[src/include/acrc_consts.svh]
`ifndef ACRC_CONSTS_SVH
`define ACRC_CONSTS_SVH

// Register byte offsets
`define ACRC_OFS_CHAN 8'h00
`define ACRC_OFS_CLK 8'h04
`define ACRC_OFS_RESH 8'h08
`define ACRC_OFS_RESL 8'h0C
`define ACRC_OFS_STAT 8'h10
`define ACRC_OFS_MASK 8'h14

// Field positions
`define ACRC_BIT_PWR 0
`define ACRC_BIT_GO 1
`define ACRC_CHS_LSB 2
`define ACRC_CHS_MSB 6
`define ACRC_CS_LSB 4
`define ACRC_CS_MSB 6
`define ACRC_BIT_DONE 0
`define ACRC_LANE0 0

// Conversion clock select codes
`define ACRC_CS_DIV8 3'b001
`define ACRC_CS_DIV16 3'b101
`define ACRC_CS_DIV32 3'b010
`define ACRC_CS_DIV64 3'b110
`define ACRC_CS_RC_LOW 2'b11

// Divisors in system clock cycles
`define ACRC_DIV_8 7'h08
`define ACRC_DIV_16 7'h10
`define ACRC_DIV_32 7'h20
`define ACRC_DIV_64 7'h40
`define ACRC_DIV_RC 7'h10
`define ACRC_DIV_NONE 7'h00
`define ACRC_DIV_ONE 7'h01

// Bus responses
`define ACRC_RESP_OKAY 2'b00
`define ACRC_RESP_SLVERR 2'b10

// Approximation bit indices
`define ACRC_SAR_MSB 4'h9
`define ACRC_SAR_LSB 4'h0
`define ACRC_SAR_ONE 4'h1

`endif

[src/include/acrc_pkg.sv]
`default_nettype none
package acrc_pkg;
    typedef logic [9:0] acrc_result_t;
    typedef logic [2:0] acrc_clk_sel_t;
    typedef logic [6:0] acrc_div_t;
    typedef enum logic [0:0] {
        ACRC_ST_IDLE = 1'b0,
        ACRC_ST_CONVERT = 1'b1
    } acrc_sar_state_e;
endpackage
`default_nettype wire

[src/include/acrc_conv_if.sv]
`default_nettype none
interface acrc_conv_if;
    import acrc_pkg::*;
    logic start;
    logic abort;
    logic tick;
    acrc_result_t sample;
    logic busy;
    logic done;
    acrc_result_t result;
    modport ctrl (output start, abort, tick, sample, input busy, done, result);
    modport sar (input start, abort, tick, sample, output busy, done, result);
endinterface
`default_nettype wire

[src/core/acrc_sar.sv]
`include "acrc_consts.svh"
`default_nettype none
module acrc_sar
    import acrc_pkg::*;
(
    // Clock and reset
    input wire logic clk_i,
    input wire logic rst_n_i,
    // Conversion link
    acrc_conv_if.sar conv
);
    acrc_sar_state_e state_reg;
    acrc_result_t held_reg;
    acrc_result_t trial_reg;
    acrc_result_t result_reg;
    acrc_result_t decided;
    logic [3:0] bit_reg;
    logic done_reg;
    logic last_step;

    function automatic acrc_result_t bit_mask(input logic [3:0] idx);
        bit_mask = acrc_result_t'(1) << idx;
    endfunction

    assign last_step = conv.tick && (bit_reg == `ACRC_SAR_LSB);
    // Keep the trial bit only while the trial stays at or below the held level
    assign decided = (trial_reg <= held_reg) ? trial_reg : (trial_reg & ~bit_mask(bit_reg));
    assign conv.busy = (state_reg == ACRC_ST_CONVERT);
    assign conv.done = done_reg;
    assign conv.result = result_reg;

    always_ff @(posedge clk_i or negedge rst_n_i) begin
        if (!rst_n_i) begin
            state_reg <= ACRC_ST_IDLE;
        end else if (conv.abort) begin
            state_reg <= ACRC_ST_IDLE;
        end else begin
            unique case (state_reg)
                ACRC_ST_IDLE: if (conv.start) state_reg <= ACRC_ST_CONVERT;
                ACRC_ST_CONVERT: if (last_step) state_reg <= ACRC_ST_IDLE;
            endcase
        end
    end

    // Level frozen at start, so the input may move during conversion
    always_ff @(posedge clk_i or negedge rst_n_i) begin
        if (!rst_n_i) begin
            held_reg <= '0;
            trial_reg <= '0;
            bit_reg <= `ACRC_SAR_MSB;
        end else if (conv.start && state_reg == ACRC_ST_IDLE) begin
            held_reg <= conv.sample;
            trial_reg <= bit_mask(`ACRC_SAR_MSB);
            bit_reg <= `ACRC_SAR_MSB;
        end else if (conv.busy && conv.tick && !last_step) begin
            trial_reg <= decided | bit_mask(bit_reg - `ACRC_SAR_ONE);
            bit_reg <= bit_reg - `ACRC_SAR_ONE;
        end
    end

    always_ff @(posedge clk_i or negedge rst_n_i) begin
        if (!rst_n_i) begin
            result_reg <= '0;
            done_reg <= 1'b0;
        end else begin
            done_reg <= conv.busy && last_step && !conv.abort;
            if (conv.busy && last_step && !conv.abort) begin
                result_reg <= decided;
            end
        end
    end

    property p_sar_exact;
        @(posedge clk_i) disable iff (!rst_n_i)
        conv.done |-> conv.result == held_reg;
    endproperty
    a_sar_exact: assert property (p_sar_exact)
        else $error("Result differs from held level");
endmodule
`default_nettype wire

[src/core/acrc_top.sv]
// Function
// - Clock select 010 gives /32, 101 gives /16, 110 gives /64, 001 gives /8.
// - Clock select x11 runs from internal oscillator /16; 000 and 100 reserved.
// - Clock control bit 7 and bits 3..0 always read zero.
// - Result high bits 1..0 hold result bits 9..8.
// - Result high bits 7..2 read zero; result registers are read-only.
// - Result low bits 7..0 hold result bits 7..0.
// - Each conversion yields a ten-bit unsigned value, 1024 levels.
// - Setting the status bit starts a conversion; it reads one while busy.
// - Hardware clears the status bit when conversion finishes.
// - Power bit zero disables the converter; one enables it.
// - Five-bit channel field routes one analog source to the converter.
`include "acrc_consts.svh"
`default_nettype none
module acrc_top
    import acrc_pkg::*;
(
    // Clock and reset
    input wire logic CLK_SYS_I,
    input wire logic RSTN_I,
    // AXI4-Lite write
    input wire logic [7:0] S_AXI_AWADDR_I,
    input wire logic S_AXI_AWVALID_I,
    output logic S_AXI_AWREADY_O,
    input wire logic [31:0] S_AXI_WDATA_I,
    input wire logic [3:0] S_AXI_WSTRB_I,
    input wire logic S_AXI_WVALID_I,
    output logic S_AXI_WREADY_O,
    output logic [1:0] S_AXI_BRESP_O,
    output logic S_AXI_BVALID_O,
    input wire logic S_AXI_BREADY_I,
    // AXI4-Lite read
    input wire logic [7:0] S_AXI_ARADDR_I,
    input wire logic S_AXI_ARVALID_I,
    output logic S_AXI_ARREADY_O,
    output logic [31:0] S_AXI_RDATA_O,
    output logic [1:0] S_AXI_RRESP_O,
    output logic S_AXI_RVALID_O,
    input wire logic S_AXI_RREADY_I,
    // Analog side
    input wire logic [9:0] ANALOG_LEVEL_I,
    output logic [4:0] CHANNEL_SEL_O,
    output logic CONV_POWER_ON_O,
    // Interrupt
    output logic IRQ_O
);
    logic rst_s1;
    logic rst_n;
    acrc_result_t samp_s1;
    acrc_result_t samp_s2;
    logic aw_full_reg;
    logic w_full_reg;
    logic [7:0] aw_addr_reg;
    logic [31:0] wdata_reg;
    logic [3:0] wstrb_reg;
    logic bvalid_reg;
    logic [1:0] bresp_reg;
    logic rvalid_reg;
    logic [1:0] rresp_reg;
    logic [31:0] rdata_reg;
    logic [7:0] rd_addr_reg;
    logic [31:0] rd_word;
    logic rd_hit;
    logic wr_hit;
    logic wr_fire;
    logic wr_chan;
    logic wr_clk;
    logic wr_stat;
    logic wr_mask;
    logic [4:0] chan_reg;
    logic go_reg;
    logic pwr_reg;
    acrc_clk_sel_t clk_sel_reg;
    acrc_result_t result_reg;
    logic stat_reg;
    logic mask_reg;
    acrc_div_t div_cnt_reg;
    acrc_div_t div_now;
    logic tick;
    logic start;
    logic abort;

    acrc_conv_if conv ();

    acrc_sar u_sar (
        .clk_i(CLK_SYS_I),
        .rst_n_i(rst_n),
        .conv(conv)
    );

    // Reserved codes give no divisor, so a conversion never advances
    function automatic acrc_div_t div_of(input acrc_clk_sel_t sel);
        if (sel[1:0] == `ACRC_CS_RC_LOW) begin
            div_of = `ACRC_DIV_RC;
        end else begin
            unique case (sel)
                `ACRC_CS_DIV8: div_of = `ACRC_DIV_8;
                `ACRC_CS_DIV16: div_of = `ACRC_DIV_16;
                `ACRC_CS_DIV32: div_of = `ACRC_DIV_32;
                `ACRC_CS_DIV64: div_of = `ACRC_DIV_64;
                default: div_of = `ACRC_DIV_NONE;
            endcase
        end
    endfunction

    // Reset release through two flops
    always_ff @(posedge CLK_SYS_I or negedge RSTN_I) begin
        if (!RSTN_I) begin
            rst_s1 <= 1'b0;
            rst_n <= 1'b0;
        end else begin
            rst_s1 <= 1'b1;
            rst_n <= rst_s1;
        end
    end

    // Analog level comes from outside the clock domain
    always_ff @(posedge CLK_SYS_I or negedge rst_n) begin
        if (!rst_n) begin
            samp_s1 <= '0;
            samp_s2 <= '0;
        end else begin
            samp_s1 <= ANALOG_LEVEL_I;
            samp_s2 <= samp_s1;
        end
    end

    assign S_AXI_AWREADY_O = !aw_full_reg;
    assign S_AXI_WREADY_O = !w_full_reg;
    assign S_AXI_BVALID_O = bvalid_reg;
    assign S_AXI_BRESP_O = bresp_reg;
    assign S_AXI_ARREADY_O = !rvalid_reg;
    assign S_AXI_RVALID_O = rvalid_reg;
    assign S_AXI_RRESP_O = rresp_reg;
    assign S_AXI_RDATA_O = rdata_reg;
    assign wr_fire = aw_full_reg && w_full_reg && !bvalid_reg;

    // Address and data may arrive in either order
    always_ff @(posedge CLK_SYS_I or negedge rst_n) begin
        if (!rst_n) begin
            aw_full_reg <= 1'b0;
            aw_addr_reg <= '0;
        end else if (S_AXI_AWVALID_I && !aw_full_reg) begin
            aw_full_reg <= 1'b1;
            aw_addr_reg <= S_AXI_AWADDR_I;
        end else if (wr_fire) begin
            aw_full_reg <= 1'b0;
        end
    end

    always_ff @(posedge CLK_SYS_I or negedge rst_n) begin
        if (!rst_n) begin
            w_full_reg <= 1'b0;
            wdata_reg <= '0;
            wstrb_reg <= '0;
        end else if (S_AXI_WVALID_I && !w_full_reg) begin
            w_full_reg <= 1'b1;
            wdata_reg <= S_AXI_WDATA_I;
            wstrb_reg <= S_AXI_WSTRB_I;
        end else if (wr_fire) begin
            w_full_reg <= 1'b0;
        end
    end

    always_comb begin
        unique case (aw_addr_reg)
            `ACRC_OFS_CHAN, `ACRC_OFS_CLK, `ACRC_OFS_RESH,
            `ACRC_OFS_RESL, `ACRC_OFS_STAT, `ACRC_OFS_MASK: wr_hit = 1'b1;
            default: wr_hit = 1'b0;
        endcase
    end

    // Only byte lane 0 carries register bits
    assign wr_chan = wr_fire && wstrb_reg[`ACRC_LANE0] && aw_addr_reg == `ACRC_OFS_CHAN;
    assign wr_clk = wr_fire && wstrb_reg[`ACRC_LANE0] && aw_addr_reg == `ACRC_OFS_CLK;
    assign wr_stat = wr_fire && wstrb_reg[`ACRC_LANE0] && aw_addr_reg == `ACRC_OFS_STAT;
    assign wr_mask = wr_fire && wstrb_reg[`ACRC_LANE0] && aw_addr_reg == `ACRC_OFS_MASK;

    always_ff @(posedge CLK_SYS_I or negedge rst_n) begin
        if (!rst_n) begin
            bvalid_reg <= 1'b0;
            bresp_reg <= `ACRC_RESP_OKAY;
        end else if (wr_fire) begin
            bvalid_reg <= 1'b1;
            bresp_reg <= wr_hit ? `ACRC_RESP_OKAY : `ACRC_RESP_SLVERR;
        end else if (S_AXI_BREADY_I) begin
            bvalid_reg <= 1'b0;
        end
    end

    always_comb begin
        rd_hit = 1'b1;
        unique case (S_AXI_ARADDR_I)
            `ACRC_OFS_CHAN: rd_word = {24'h000000, 1'b0, chan_reg, go_reg, pwr_reg};
            `ACRC_OFS_CLK: rd_word = {24'h000000, 1'b0, clk_sel_reg, 4'h0};
            `ACRC_OFS_RESH: rd_word = {30'h0, result_reg[9:8]};
            `ACRC_OFS_RESL: rd_word = {24'h000000, result_reg[7:0]};
            `ACRC_OFS_STAT: rd_word = {31'h00000000, stat_reg};
            `ACRC_OFS_MASK: rd_word = {31'h00000000, mask_reg};
            default: begin
                rd_word = 32'h00000000;
                rd_hit = 1'b0;
            end
        endcase
    end

    always_ff @(posedge CLK_SYS_I or negedge rst_n) begin
        if (!rst_n) begin
            rvalid_reg <= 1'b0;
            rresp_reg <= `ACRC_RESP_OKAY;
            rdata_reg <= '0;
            rd_addr_reg <= '0;
        end else if (S_AXI_ARVALID_I && !rvalid_reg) begin
            rvalid_reg <= 1'b1;
            rresp_reg <= rd_hit ? `ACRC_RESP_OKAY : `ACRC_RESP_SLVERR;
            rdata_reg <= rd_word;
            rd_addr_reg <= S_AXI_ARADDR_I;
        end else if (S_AXI_RREADY_I) begin
            rvalid_reg <= 1'b0;
        end
    end

    // A start needs power on in the same write and no conversion running
    assign start = wr_chan && wdata_reg[`ACRC_BIT_GO] && wdata_reg[`ACRC_BIT_PWR] && !go_reg;
    assign abort = wr_chan && !wdata_reg[`ACRC_BIT_PWR];

    always_ff @(posedge CLK_SYS_I or negedge rst_n) begin
        if (!rst_n) begin
            pwr_reg <= 1'b0;
            chan_reg <= '0;
            clk_sel_reg <= '0;
        end else begin
            if (wr_chan) begin
                pwr_reg <= wdata_reg[`ACRC_BIT_PWR];
                chan_reg <= wdata_reg[`ACRC_CHS_MSB:`ACRC_CHS_LSB];
            end
            if (wr_clk) begin
                clk_sel_reg <= wdata_reg[`ACRC_CS_MSB:`ACRC_CS_LSB];
            end
        end
    end

    // Writing zero to the busy bit does not abort; only power off does
    always_ff @(posedge CLK_SYS_I or negedge rst_n) begin
        if (!rst_n) begin
            go_reg <= 1'b0;
        end else if (conv.done || abort) begin
            go_reg <= 1'b0;
        end else if (start) begin
            go_reg <= 1'b1;
        end
    end

    always_ff @(posedge CLK_SYS_I or negedge rst_n) begin
        if (!rst_n) begin
            result_reg <= '0;
        end else if (conv.done) begin
            result_reg <= conv.result;
        end
    end

    // Flag set wins over a same-cycle clear
    always_ff @(posedge CLK_SYS_I or negedge rst_n) begin
        if (!rst_n) begin
            stat_reg <= 1'b0;
            mask_reg <= 1'b0;
        end else begin
            stat_reg <= (stat_reg && !(wr_stat && wdata_reg[`ACRC_BIT_DONE])) || conv.done;
            if (wr_mask) begin
                mask_reg <= wdata_reg[`ACRC_BIT_DONE];
            end
        end
    end

    // Divider restarts with each conversion so the first step is a full period
    assign div_now = div_of(clk_sel_reg);
    assign tick = go_reg && div_now != `ACRC_DIV_NONE && div_cnt_reg == div_now - `ACRC_DIV_ONE;

    always_ff @(posedge CLK_SYS_I or negedge rst_n) begin
        if (!rst_n) begin
            div_cnt_reg <= '0;
        end else if (!go_reg || start || tick) begin
            div_cnt_reg <= '0;
        end else begin
            div_cnt_reg <= div_cnt_reg + `ACRC_DIV_ONE;
        end
    end

    assign conv.start = start;
    assign conv.abort = abort;
    assign conv.tick = tick;
    assign conv.sample = samp_s2;
    assign CHANNEL_SEL_O = chan_reg;
    assign CONV_POWER_ON_O = pwr_reg;
    assign IRQ_O = stat_reg && mask_reg;

    property p_div8;
        @(posedge CLK_SYS_I) disable iff (!rst_n)
        ($rose(go_reg) && clk_sel_reg == `ACRC_CS_DIV8) |-> !tick [*7] ##1 tick;
    endproperty
    a_div8: assert property (p_div8)
        else $error("Divide by 8 step spacing wrong");

    property p_div_rc;
        @(posedge CLK_SYS_I) disable iff (!rst_n)
        ($rose(go_reg) && clk_sel_reg[1:0] == `ACRC_CS_RC_LOW) |-> ##15 tick;
    endproperty
    a_div_rc: assert property (p_div_rc)
        else $error("Internal clock step spacing wrong");

    property p_clk_zero;
        @(posedge CLK_SYS_I) disable iff (!rst_n)
        (rvalid_reg && rd_addr_reg == `ACRC_OFS_CLK) |-> rdata_reg[7] == 1'b0
            && rdata_reg[3:0] == 4'h0;
    endproperty
    a_clk_zero: assert property (p_clk_zero)
        else $error("Clock control reserved bits not zero");

    property p_res_high;
        @(posedge CLK_SYS_I) disable iff (!rst_n)
        ($past(S_AXI_ARVALID_I && !rvalid_reg) && rd_addr_reg == `ACRC_OFS_RESH)
            |-> rdata_reg[31:2] == '0 && rdata_reg[1:0] == $past(result_reg[9:8]);
    endproperty
    a_res_high: assert property (p_res_high)
        else $error("High result read wrong");

    property p_res_low;
        @(posedge CLK_SYS_I) disable iff (!rst_n)
        ($past(S_AXI_ARVALID_I && !rvalid_reg) && rd_addr_reg == `ACRC_OFS_RESL)
            |-> rdata_reg == {24'h000000, $past(result_reg[7:0])};
    endproperty
    a_res_low: assert property (p_res_low)
        else $error("Low result read wrong");

    property p_start;
        @(posedge CLK_SYS_I) disable iff (!rst_n)
        start |=> go_reg && conv.busy;
    endproperty
    a_start: assert property (p_start)
        else $error("Start did not begin a conversion");

    property p_finish;
        @(posedge CLK_SYS_I) disable iff (!rst_n)
        conv.done |=> !go_reg && result_reg == $past(conv.result);
    endproperty
    a_finish: assert property (p_finish)
        else $error("Completion did not clear busy and load result");

    property p_power_off;
        @(posedge CLK_SYS_I) disable iff (!rst_n)
        abort |=> !go_reg && !conv.busy && !CONV_POWER_ON_O;
    endproperty
    a_power_off: assert property (p_power_off)
        else $error("Power off left converter running");

    property p_channel;
        @(posedge CLK_SYS_I) disable iff (!rst_n)
        wr_chan |=> CHANNEL_SEL_O == $past(wdata_reg[`ACRC_CHS_MSB:`ACRC_CHS_LSB]);
    endproperty
    a_channel: assert property (p_channel)
        else $error("Channel select not applied");

    property p_done_irq;
        @(posedge CLK_SYS_I) disable iff (!rst_n)
        conv.done |=> stat_reg && IRQ_O == mask_reg;
    endproperty
    a_done_irq: assert property (p_done_irq)
        else $error("Done flag or interrupt wrong");
endmodule
`default_nettype wire

[config.mk]
export PLATFORM = sky130hd
export DESIGN_NAME = acrc_top
export DESIGN_NICKNAME = d
export VERILOG_FILES = /design/src/include/acrc_pkg.sv /design/src/include/acrc_conv_if.sv /design/src/core/acrc_sar.sv /design/src/core/acrc_top.sv
export VERILOG_INCLUDE_DIRS = /design/src /design/src/include
export SDC_FILE = /design/constraint.sdc
export NUM_CORES = 1
export LEC_CHECK = 0
export BUFFER_PORTS_ARGS = -buffer_cell sky130_fd_sc_hd__clkbuf_2
export CORE_MARGIN = 2
export CORE_UTILIZATION = 32
export CTS_CLUSTER_DIAMETER = 60
export DETAILED_ROUTE_END_ITERATION = 8
export GPL_ROUTABILITY_DRIVEN = 1
export SETUP_SLACK_MARGIN = 0.15
export SLEW_MARGIN = 20
export SYNTH_ARGS = -nofsm -noshare
export SYNTH_HDL_FRONTEND = slang
export SYNTH_SLANG_ARGS = --single-unit
[constraint.sdc]
create_clock -name CLK_SYS_I -period 5 [get_ports CLK_SYS_I]
set_input_delay 0.5 -clock CLK_SYS_I [delete_from_list [all_inputs] [get_ports CLK_SYS_I]]
set_output_delay 0.5 -clock CLK_SYS_I [all_outputs]
set_load 0.01 [all_outputs]
==> results of run 1 <==
==> final timing paths <==
check                                                  to  slack (ns)                  startpoint  depth (start not counted)
setup / recovery           u_sar.trial_reg[6]$_DFFE_PN0P_        1.94  aw_addr_reg[0]$_DFFE_PN0P_                          6
hold / removal                       samp_s1[1]$_DFF_PN0_        0.19           ANALOG_LEVEL_I[1]                          1
setup reg to reg           u_sar.trial_reg[6]$_DFFE_PN0P_        1.94  aw_addr_reg[0]$_DFFE_PN0P_                          6
hold reg to reg                  conv.sample[7]$_DFF_PN0_        0.35        samp_s1[7]$_DFF_PN0_                          0
max in group asynchronous    S_AXI_RDATA_O[5]$_DFFE_PN0P_        3.42             rst_n$_DFF_PN0_                          1
min in group asynchronous                 rst_n$_DFF_PN0_        0.40                      RSTN_I                          2
==> area by class of cell <==
| cell class | count | area, µm² |
|---|---|---|
| inverters | 23 | 86.3 |
| flip-flops and latches | 117 | 2930 |
| fillers | 1584 | 10100 |
| multi-input cells | 298 | 2140 |
| clock inverters | 9 | 104 |
| repair buffers | 64 | 328 |
| well taps | 220 | 275 |
| clock buffers | 21 | 470 |
==> per-layer routing <==
layer  part of all wire (%)  global-route usage [%]  up-vias
li1                       -                       -     1688
met2                     48                    20.8       98
met3                    5.3                    4.44       11
met4                    1.3                    5.02        0
met1                     45                    15.9     1732
met5                      0                       0        -
==> cells by family after synthesis <==
logic type	after synthesis	share of synthesized area [%]
other	2	0.141
DFF	117	55.0
xor gates and xnor gates	7	1.15
adders and majority gates	16	3.76
and+or+nand+nor	114	11.1
AOI/OAI and AO/OA	80	10.4
buffers and inverters	66	6.55
muxes	54	11.9
==> stage by stage <==
step	hold slack (ns)	instance area, µm²	power (W)	utilization, %
4_1_cts	0.170	6340	0.00269	38.7
3_5_place_dp	0.289	5760	0.00151	35.1
3_3_place_gp	0.287	5760	0.00149	35.1
5_1_grt	0.171	6340	0.00279	38.7
6_report	0.191	6340	0.00266	38.7
2_1_floorplan	0.204	5420	0.00141	-
==> where the power goes <==
| group | internal (W) | total [W] | leakage [nW] | switching (W) |
|---|---|---|---|---|
| clock | 0.000762 | 0.00117 | 0.281 | 0.000407 |
| combinational | 0.000155 | 0.000308 | 1.31 | 0.000153 |
| sequential | 0.00107 | 0.00118 | 1.44 | 0.000109 |
| total | 0.00199 | 0.00266 | 3.02 | 0.000669 |
==> worst max-delay path: stages (launching register included) <==
cell and delay, ns:
dfrtp_1 0.37, or4_4 0.55, nor4_2 0.44, and3b_1 0.79
a21oi_1 0.34, o2bb2ai_1 0.23, a31o_1 0.21
==> cells in the mapped netlist (all sizes together), types with 5 or more instances <==
cell    instances
o21ai          23
a221o           5
nand2          39
nor2b           6
mux2i           7
dfrtp         115
ha             16
clkbuf         15
nand3           7
nor3            9
inv            23
and3            5
nor2           21
buf            28
a21oi          12
a31oi           6
mux2           47
==> metrics, run 1 <==
outcome=completed; Warnings, synthesis=0; total gr overflow=0; Area Overhead vs Synth=19.0%; Final Setup Violations=0; hold violation count in the final report=0; final setup skew=0.00724 ns; ant diodes=0; Crit Path Max Fanout=25; RSZ-0062 raised after global routing=no; Max Clock Freq=327 MHz; chip height=133 µm; Yosys cell types=62; CTS root buf=clkbuf_16; WP data arrival=3.35 ns; nets=606; Async SR Flop Fraction=100%; setup bufs post-CTS=0; Final Critical Period=3.06 ns; Worst-Skew Late Latency=approximately 0.41 ns; maximum number of pins on one net before global-route repair=74; Synth Instances=456; number of synthesized flops with an enable pin=0; DRT Wirelength=10600 µm; Placer Congestion=0.809; initial antenna violation count=0; die area=17700 µm²; Synth top area share=54.0%; sequential share of the synthesized area=55.0%; CTS tree=yes; PortBufs=between 60 and 70; Clock Tree Buf Depth=2; dpl cells=~720; drc violations=0; number of DRC markers in iteration 0=256; H-tree Lvls=4; DR vias/cell=4.69; via count=3529; Max Slew Vio Count=0; post-CTS sizing=0; P_leak=3.02 nW; layout cells sized above 1=25.6%; final setup TNS=0 ns; most common cell after layout, fill and taps aside=dfrtp_1; HPWL after DPL=7640 µm; Overall Global Routing Usage=12.9%; Reg clk slew, reported paths=0.05 ns; Rel. slew slack=between 30% and 40%; I/O Pins=117; fin crit share=61.2%; Die X=133 µm; Detail Route Antenna Nets=0; Clock Sinks=117; total core area=about 16000 µm²; Cell Rows=47; worst slack, placed=1.88 ns; Hold Crit Class=in2reg; max cap viols=0; Setup Crit Path Kind=reg2reg; CTS Hold Bufs=1; Initial Util=32.5%; global-route wire length before repair=17900 µm; Max VDD drop=0.220 mV; synthesized cell area=5330 µm²; synth top area cells=dfrtp_1, mux2_2, buf_4, ha_1, mux2_4; Worst EP required=5.29 ns; Worst Slack Setup Final=slightly below 2 ns; Synth area leader=dfrtp_1; CTS buffer count=17; Syn Area/Cell=11.7 µm²; routed length per instance=14.1 µm; Crit. End Element=flop; Pwr Density=419 nW/µm²; first-pass detailed-route iteration total=4; Primary FF master, synth=dfrtp_1; register bit total from synthesis=117; post-route insts no fill=752; highest-count cells in the layout ignoring fill and taps=dfrtp_1, clkbuf_2, nand2_1; Worst-Margin Slew=0.955 ns; crit start category=flop; vias in the first global route=~3700
Power figures use the tool's default switching activity.
==> inputs of run 2 (changes only) <==
Settings changed: ABC_AREA set to 1.
Clock period 5 ns to 3.1 ns, I/O delays scaled along.
==> run 2 against run 1 <==
Net effect:
- synthesized area rose by 2.3%
- synthesized cell count rose by 32%
- non-clock buffer count rose by 13
- utilization rose by 1.1 points
- worst setup slack got worse by 0.82 ns
- critical path depth rose by 2
- via count rose by 13%
- register-to-register slack got worse by 0.82 ns
- largest cell class unchanged
- highest routed layer unchanged
==> metrics, run 2 <==
outcome=completed; ant diodes=0; Async SR Flop Fraction=100%; total gr overflow=0; Max VDD drop=slightly below 0.4 mV; Setup crit end=u_sar.bit_reg[3]$_DFFE_PN1P_; sequential power share=41.4%; Worst-Margin Slew=0.808 ns; number of DRC markers in iteration 0=202; PortBufs=62; final setup skew=slightly below 0.007 ns; RR Startpoint=u_sar.bit_reg[0]$_DFFE_PN1P_; busiest grt layer=met2; XOR/XNOR share of the synthesized area=0.941%; Initial Util=32.7%; maximum number of pins on one net before global-route repair=63; HPWL after DPL=around 8000 µm; Tot Pwr=between 0.004 and 0.005 W; most common library cells after synthesis=nand2_1, dfrtp_1, inv_1; sequential share of the synthesized area=a little over half; FF-to-FF setup slack=1.12 ns; register bit total from synthesis=~120; reg2reg end=u_sar.bit_reg[3]$_DFFE_PN1P_; Synth Area in Adders=3.67%; worst-path cell chain=inv_1 -> ha_1 -> inv_1 -> nor3_4 -> nand3b_4 -> inv_2 -> nand2_1 -> and2_1; met2 usage=19.2%; Clock Sinks=117; hold violation count in the final report=0; setup bufs post-CTS=0; CTS root buf=clkbuf_16; Reg clk slew, reported paths=0.06 ns; Worst EP required=approximately 3.5 ns; combinational fraction of design power=11.9%; global-route wire length before repair=approximately 18000 µm; Synth top area share=a little over half; Clock Tree Buf Depth=2; routed length per instance=11.6 µm; first-pass detailed-route iteration total=4; via count=3975; Yosys cell types=37; Syn Area/Cell=slightly above 9 µm²; Pwr Density=roughly 670 nW/µm²; Psw=0.00115 W; Warnings, synthesis=0; crit start category=flop; CTS tree=yes; fin crit share=63.9%; RSZ-0062 raised after global routing=no; I/O Pins=approximately 120; Synth Instances=between 600 and 700; Die X=about 130 µm; met1 Track Usage GR=16.7%; Worst path top cell family by delay=simple AND/OR/NAND/NOR gates; CTS buffer count=17; largest family of logic cells by synthesized area=simple AND/OR/NAND/NOR gates; Worst-Skew Late Latency=0.41 ns; critical path depth in cells=8; Max Slew Vio Count=0; Hold Crit Class=in2reg; Overall Global Routing Usage=12.8%; Setup Crit Path Kind=reg2reg; Rel. slew slack=46.1%; drc violations=0; Final Critical Period=roughly 2 ns; Detail Route Antenna Nets=0; total core area=between 15000 and 20000 µm²; most numerous cell in the Yosys netlist=nand2_1; CTS Hold Bufs=11; Final Setup Violations=0; clock share of power=a little under half; GR Util met3=4.88%; compound-gate portion of the synthesized area=under 10%; worst hold margin=0.0759 ns; simple-gate portion of the synthesized area=between 20% and 30%; cell mode on critical path=inv_1; Crit Path Max Fanout=17; Synth area leader=dfrtp_1; highest-count cells in the layout ignoring fill and taps=nand2_1, dfrtp_1, inv_1; post-CTS sizing=0; DR vias/cell=4.33; Area Overhead vs Synth=21.5%; P_leak=3.32 nW; crit path from=u_sar.bit_reg[0]$_DFFE_PN1P_; vias in the first global route=3800; final setup TNS=0 ns; max cap viols=0; most common cell after layout, fill and taps aside=nand2_1; Worst Slack Setup Final=roughly 1.1 ns; WP data arrival=roughly 2.3 ns; Sw Share=26.0%; initial antenna violation count=0; synth top area cells=dfrtp_1, nand2_1, inv_1, nand3_1, buf_4; Primary FF master, synth=dfrtp_1; nets=770; Cell Rows=47; worst slack, placed=1.13 ns; layout cells sized above 1=18.5%; H-tree Lvls=4; Internal=0.00326 W; DRT Wirelength=10600 µm; Crit. End Element=flop; critical path buffer and inverter count=3; worst stage delay on the critical path=0.56 ns; post-synthesis mux area share=roughly 1.7%; Max Clock Freq=504 MHz; chip height=about 130 µm; number of synthesized flops with an enable pin=0; die area=18100 µm²; synthesized cell area=~5500 µm²; worst reg2reg path depth=8; CP max-delay cell=dfstp_2; FILL cells=1657; Placer Congestion=0.821
[run 2: cell count changes after synthesis, moves of 7 or more]
cell      previous run  this run
mux2i_1              7         0
o21ai_0              8        35
mux2_4              10         0
mux2_1              10         0
clkbuf_1            15         4
inv_1               23        66
nor2_1              21        34
nand2_1             39       154
nand3_1              7        44
mux2_2              27         8
[run 2: cell type report]
class,instances,area [µm²],area share (%)
timing repair buffer,77,450,6.80
tap,220,275,4.16
sequential,117,2930,44.3
inverter,70,263,3.97
clock inverter,14,204,3.08
multi-input combinational,402,2070,31.2
clock buffer,18,429,6.48
[run 2: kinds of logic after synthesis]
family / count (synthesis)
AO/OA/AOI/OAI: 77
XOR/XNOR: 5
adder cells (fa/ha/maj): 16
buffers and inverters: 108
flip-flops: 117
multiplexers: 8
other: 2
AND/OR/NAND/NOR: 269
[run 2: power groups by stage]
stage / Sequential [W] / Combinational, W / Clock, W
final: 0.00182 / 0.000525 / 0.00206
after global routing: 0.00185 / 0.000602 / 0.00220
after CTS: 0.00183 / 0.000534 / 0.00211
after detailed placement: 0.00185 / 0.000520 / 0
after global placement: 0.00185 / 0.000511 / 0
after floorplan: 0.00183 / 0.000387 / 0
[run 2: worst min path at each step]
stage	start	to	slack, ns	depth (start not counted)
after floorplan	RSTN_I	rst_n$_DFF_PN0_	0.01	0
after global placement	RSTN_I	rst_s1$_DFF_PN0_	0.1	1
after detailed placement	RSTN_I	rst_s1$_DFF_PN0_	0.1	1
after CTS	S_AXI_BREADY_I	S_AXI_BVALID_O$_DFFE_PN0P_	0.06	2
after global routing	S_AXI_BREADY_I	S_AXI_BVALID_O$_DFFE_PN0P_	0.06	2
final	S_AXI_BREADY_I	S_AXI_BVALID_O$_DFFE_PN0P_	0.08	2
[run 2: metrics by stage]
stage	area, µm²	instances	utilization, %
after detailed placement	5880	875	35.3
final	6620	918	39.8
after floorplan	5550	627	-
after CTS	6620	918	39.8
after global placement	5880	875	35.3
after global routing	6620	918	39.8
[run 2: metal layers]
metal  vias to the layer above  routed length, µm
met5                         -                  0
met4                         0                140
met3                        10                527
met2                        76               4730
met1                      1826               5250
li1                       2063                  -
==> inputs of run 3 (changes only) <==
Clock period 3.1 ns to 1.65 ns, I/O delays scaled along.
==> run 3 against run 2 <==
Net effect:
- the flow now finishes with violations (setup timing)
- non-clock buffer count rose by 66
- combinational power rose to 2.7 times the previous value
- routed wire length rose by 20%
- critical endpoint is now u_sar.trial_reg[3]$_DFFE_PN0P_
- largest cell class unchanged
- largest power group unchanged
==> metrics, run 3 (same netlist as run 2, synthesis figures left out) <==
outcome=finished with violations; failing checks=setup timing; via count=4488; nets=between 800 and 900; DRT Wirelength=12800 µm; CTS buffer count=17; FF-to-FF setup slack=-0.05 ns; Worst path top cell family by delay=simple AND/OR/NAND/NOR gates; Final Setup Violations=4; Max VDD drop=0.706 mV; layout cells sized above 1=roughly a third; final setup skew=0.00827 ns; ant diodes=0; worst slack, placed=-0.0874 ns; Detail Route Antenna Nets=0; Crit Path Max Fanout=5; critical path buffer and inverter count=0; I/O Pins=approximately 120; die area=18100 µm²; Clock Tree Buf Depth=2; maximum number of pins on one net before global-route repair=59; Setup Crit Path Kind=reg2reg; CTS tree=yes; max cap viols=0; Crit. End Element=flop; DR vias/cell=4.53; P_leak=3.81 nW; fin crit share=103%; Final Critical Period=1.70 ns; RSZ-0062 raised after global routing=yes; most common cell after layout, fill and taps aside=nand2_1; Cell Rows=47; worst reg2reg path depth=10; drc violations=0; FILL cells=1580; total core area=16600 µm²; CTS root buf=clkbuf_16; Pwr Density=1140 nW/µm²; critical path depth in cells=10; Clock Sinks=117; global-route wire length before repair=between 20000 and 25000 µm; routed length per instance=12.9 µm; vias in the first global route=4528; Post-DP Area=6170 µm²; hold path cells=3; CP max-delay cell=dfrtp_1; number of DRC markers in iteration 0=232; Overall Global Routing Usage=between 15 and 20%; worst stage delay on the critical path=between 0.4 and 0.5 ns; Worst-Skew Late Latency=around 0.42 ns; initial antenna violation count=0; Max Slew Vio Count=0; Placer Congestion=0.870; chip height=135 µm; H-tree Lvls=4; Reg clk slew, reported paths=about 0.060 ns; area of the multi-input gates=2560 µm²; register area=2930 µm²; Area Overhead vs Synth=43.5%; Max Clock Freq=between 500 and 600 MHz; total gr overflow=0; Post-Route Utilization=a little under half; Die X=135 µm; Worst Slack Setup Final=-0.0524 ns; HPWL after DPL=8250 µm; Hold Crit Class=in2reg; Worst EP required=1.95 ns; first-pass detailed-route iteration total=4; crit start category=flop; PortBufs=62; Initial Util=32.7%; hold violation count in the final report=0; highest-count cells in the layout ignoring fill and taps=nand2_1, dfrtp_1, clkbuf_2; fin area=7820 µm²; worst-path cell chain=ha_4 -> nand2_4 -> nor2_4 -> nand3_4 -> nand3_4 -> nand3_2 -> nand2_2 -> nand2_2 -> nand2_1 -> nand2_1; WP data arrival=2.00 ns
[run 3: report_power, final]
group / switching (W) / total, W / internal (W) / leakage, nW
sequential: 0.000218 / 0.00342 / 0.00321 / 1.40
combinational: 0.000803 / 0.00143 / 0.000624 / 2.09
clock: 0.00131 / 0.00406 / 0.00275 / 0.319
[run 3: area by class of cell]
cell class                 count  area share, %
clock buffer                  19           5.79
clock inverter                13           2.59
inverter                      70           3.52
multi-input combinational    405           32.7
sequential                   117           37.5
tap                          220           3.52
timing repair buffer         143           13.7
timing repair inverter         3          0.624
[run 3: repair_timing]
action,CTS,global route
setup endpoints to repair,38,52
buffers inserted,12,6
cloned,6,0
endpoints found under the hold margin,29,0
pin swaps,43,29
resized for setup,74,48
hold buffers,28,0
[run 3: routing by layer]
| metal | vias up | routed length, µm | part of all wire, % | track usage (%) |
|---|---|---|---|---|
| met3 | 21 | 530 | 4.2 | 4.35 |
| met1 | 2160 | 5610 | 44 | 19.1 |
| met2 | 97 | 6360 | 50 | 24.5 |
| met4 | 0 | 263 | 2.1 | 5.67 |
| met5 | - | 0 | 0 | 0 |
| li1 | 2210 | - | - | - |
[run 3: stage by stage]
step	setup TNS, ns	hold WS (ns)	instances	power [W]
detailed placement	-0.917	-0.0456	906	0.00454
global placement	-0.404	-0.0469	906	0.00450
floorplan	0	-0.131	627	0.00418
finish	-0.0664	0.0288	990	0.00891
global route	-1.48	0.0243	990	0.00935
CTS	0	0.0217	984	0.00887
[run 3: worst register-to-register path, stage by stage (launching register included)]
cell and delay (ns):
dfrtp_1 0.42, ha_4 0.30, nand2_4 0.05, nor2_4 0.19
nand3_4 0.13, nand3_4 0.15, nand3_2 0.08, nand2_2 0.10
nand2_2 0.06, nand2_1 0.06, nand2_1 0.06
[run 3: worst paths after layout]
check	to	from
min in group asynchronous	rst_n$_DFF_PN0_	RSTN_I
max in group asynchronous	u_sar.trial_reg[9]$_DFFE_PN0P_	rst_n$_DFF_PN0_
worst max-delay path	u_sar.trial_reg[3]$_DFFE_PN0P_	u_sar.trial_reg[7]$_DFFE_PN0P_
worst min-delay path	wstrb_reg[0]$_DFFE_PN0P_	S_AXI_WSTRB_I[0]
worst min register to register	aw_addr_reg[3]$_DFFE_PN0P_	rst_n$_DFF_PN0_
worst max register to register	u_sar.trial_reg[3]$_DFFE_PN0P_	u_sar.trial_reg[7]$_DFFE_PN0P_
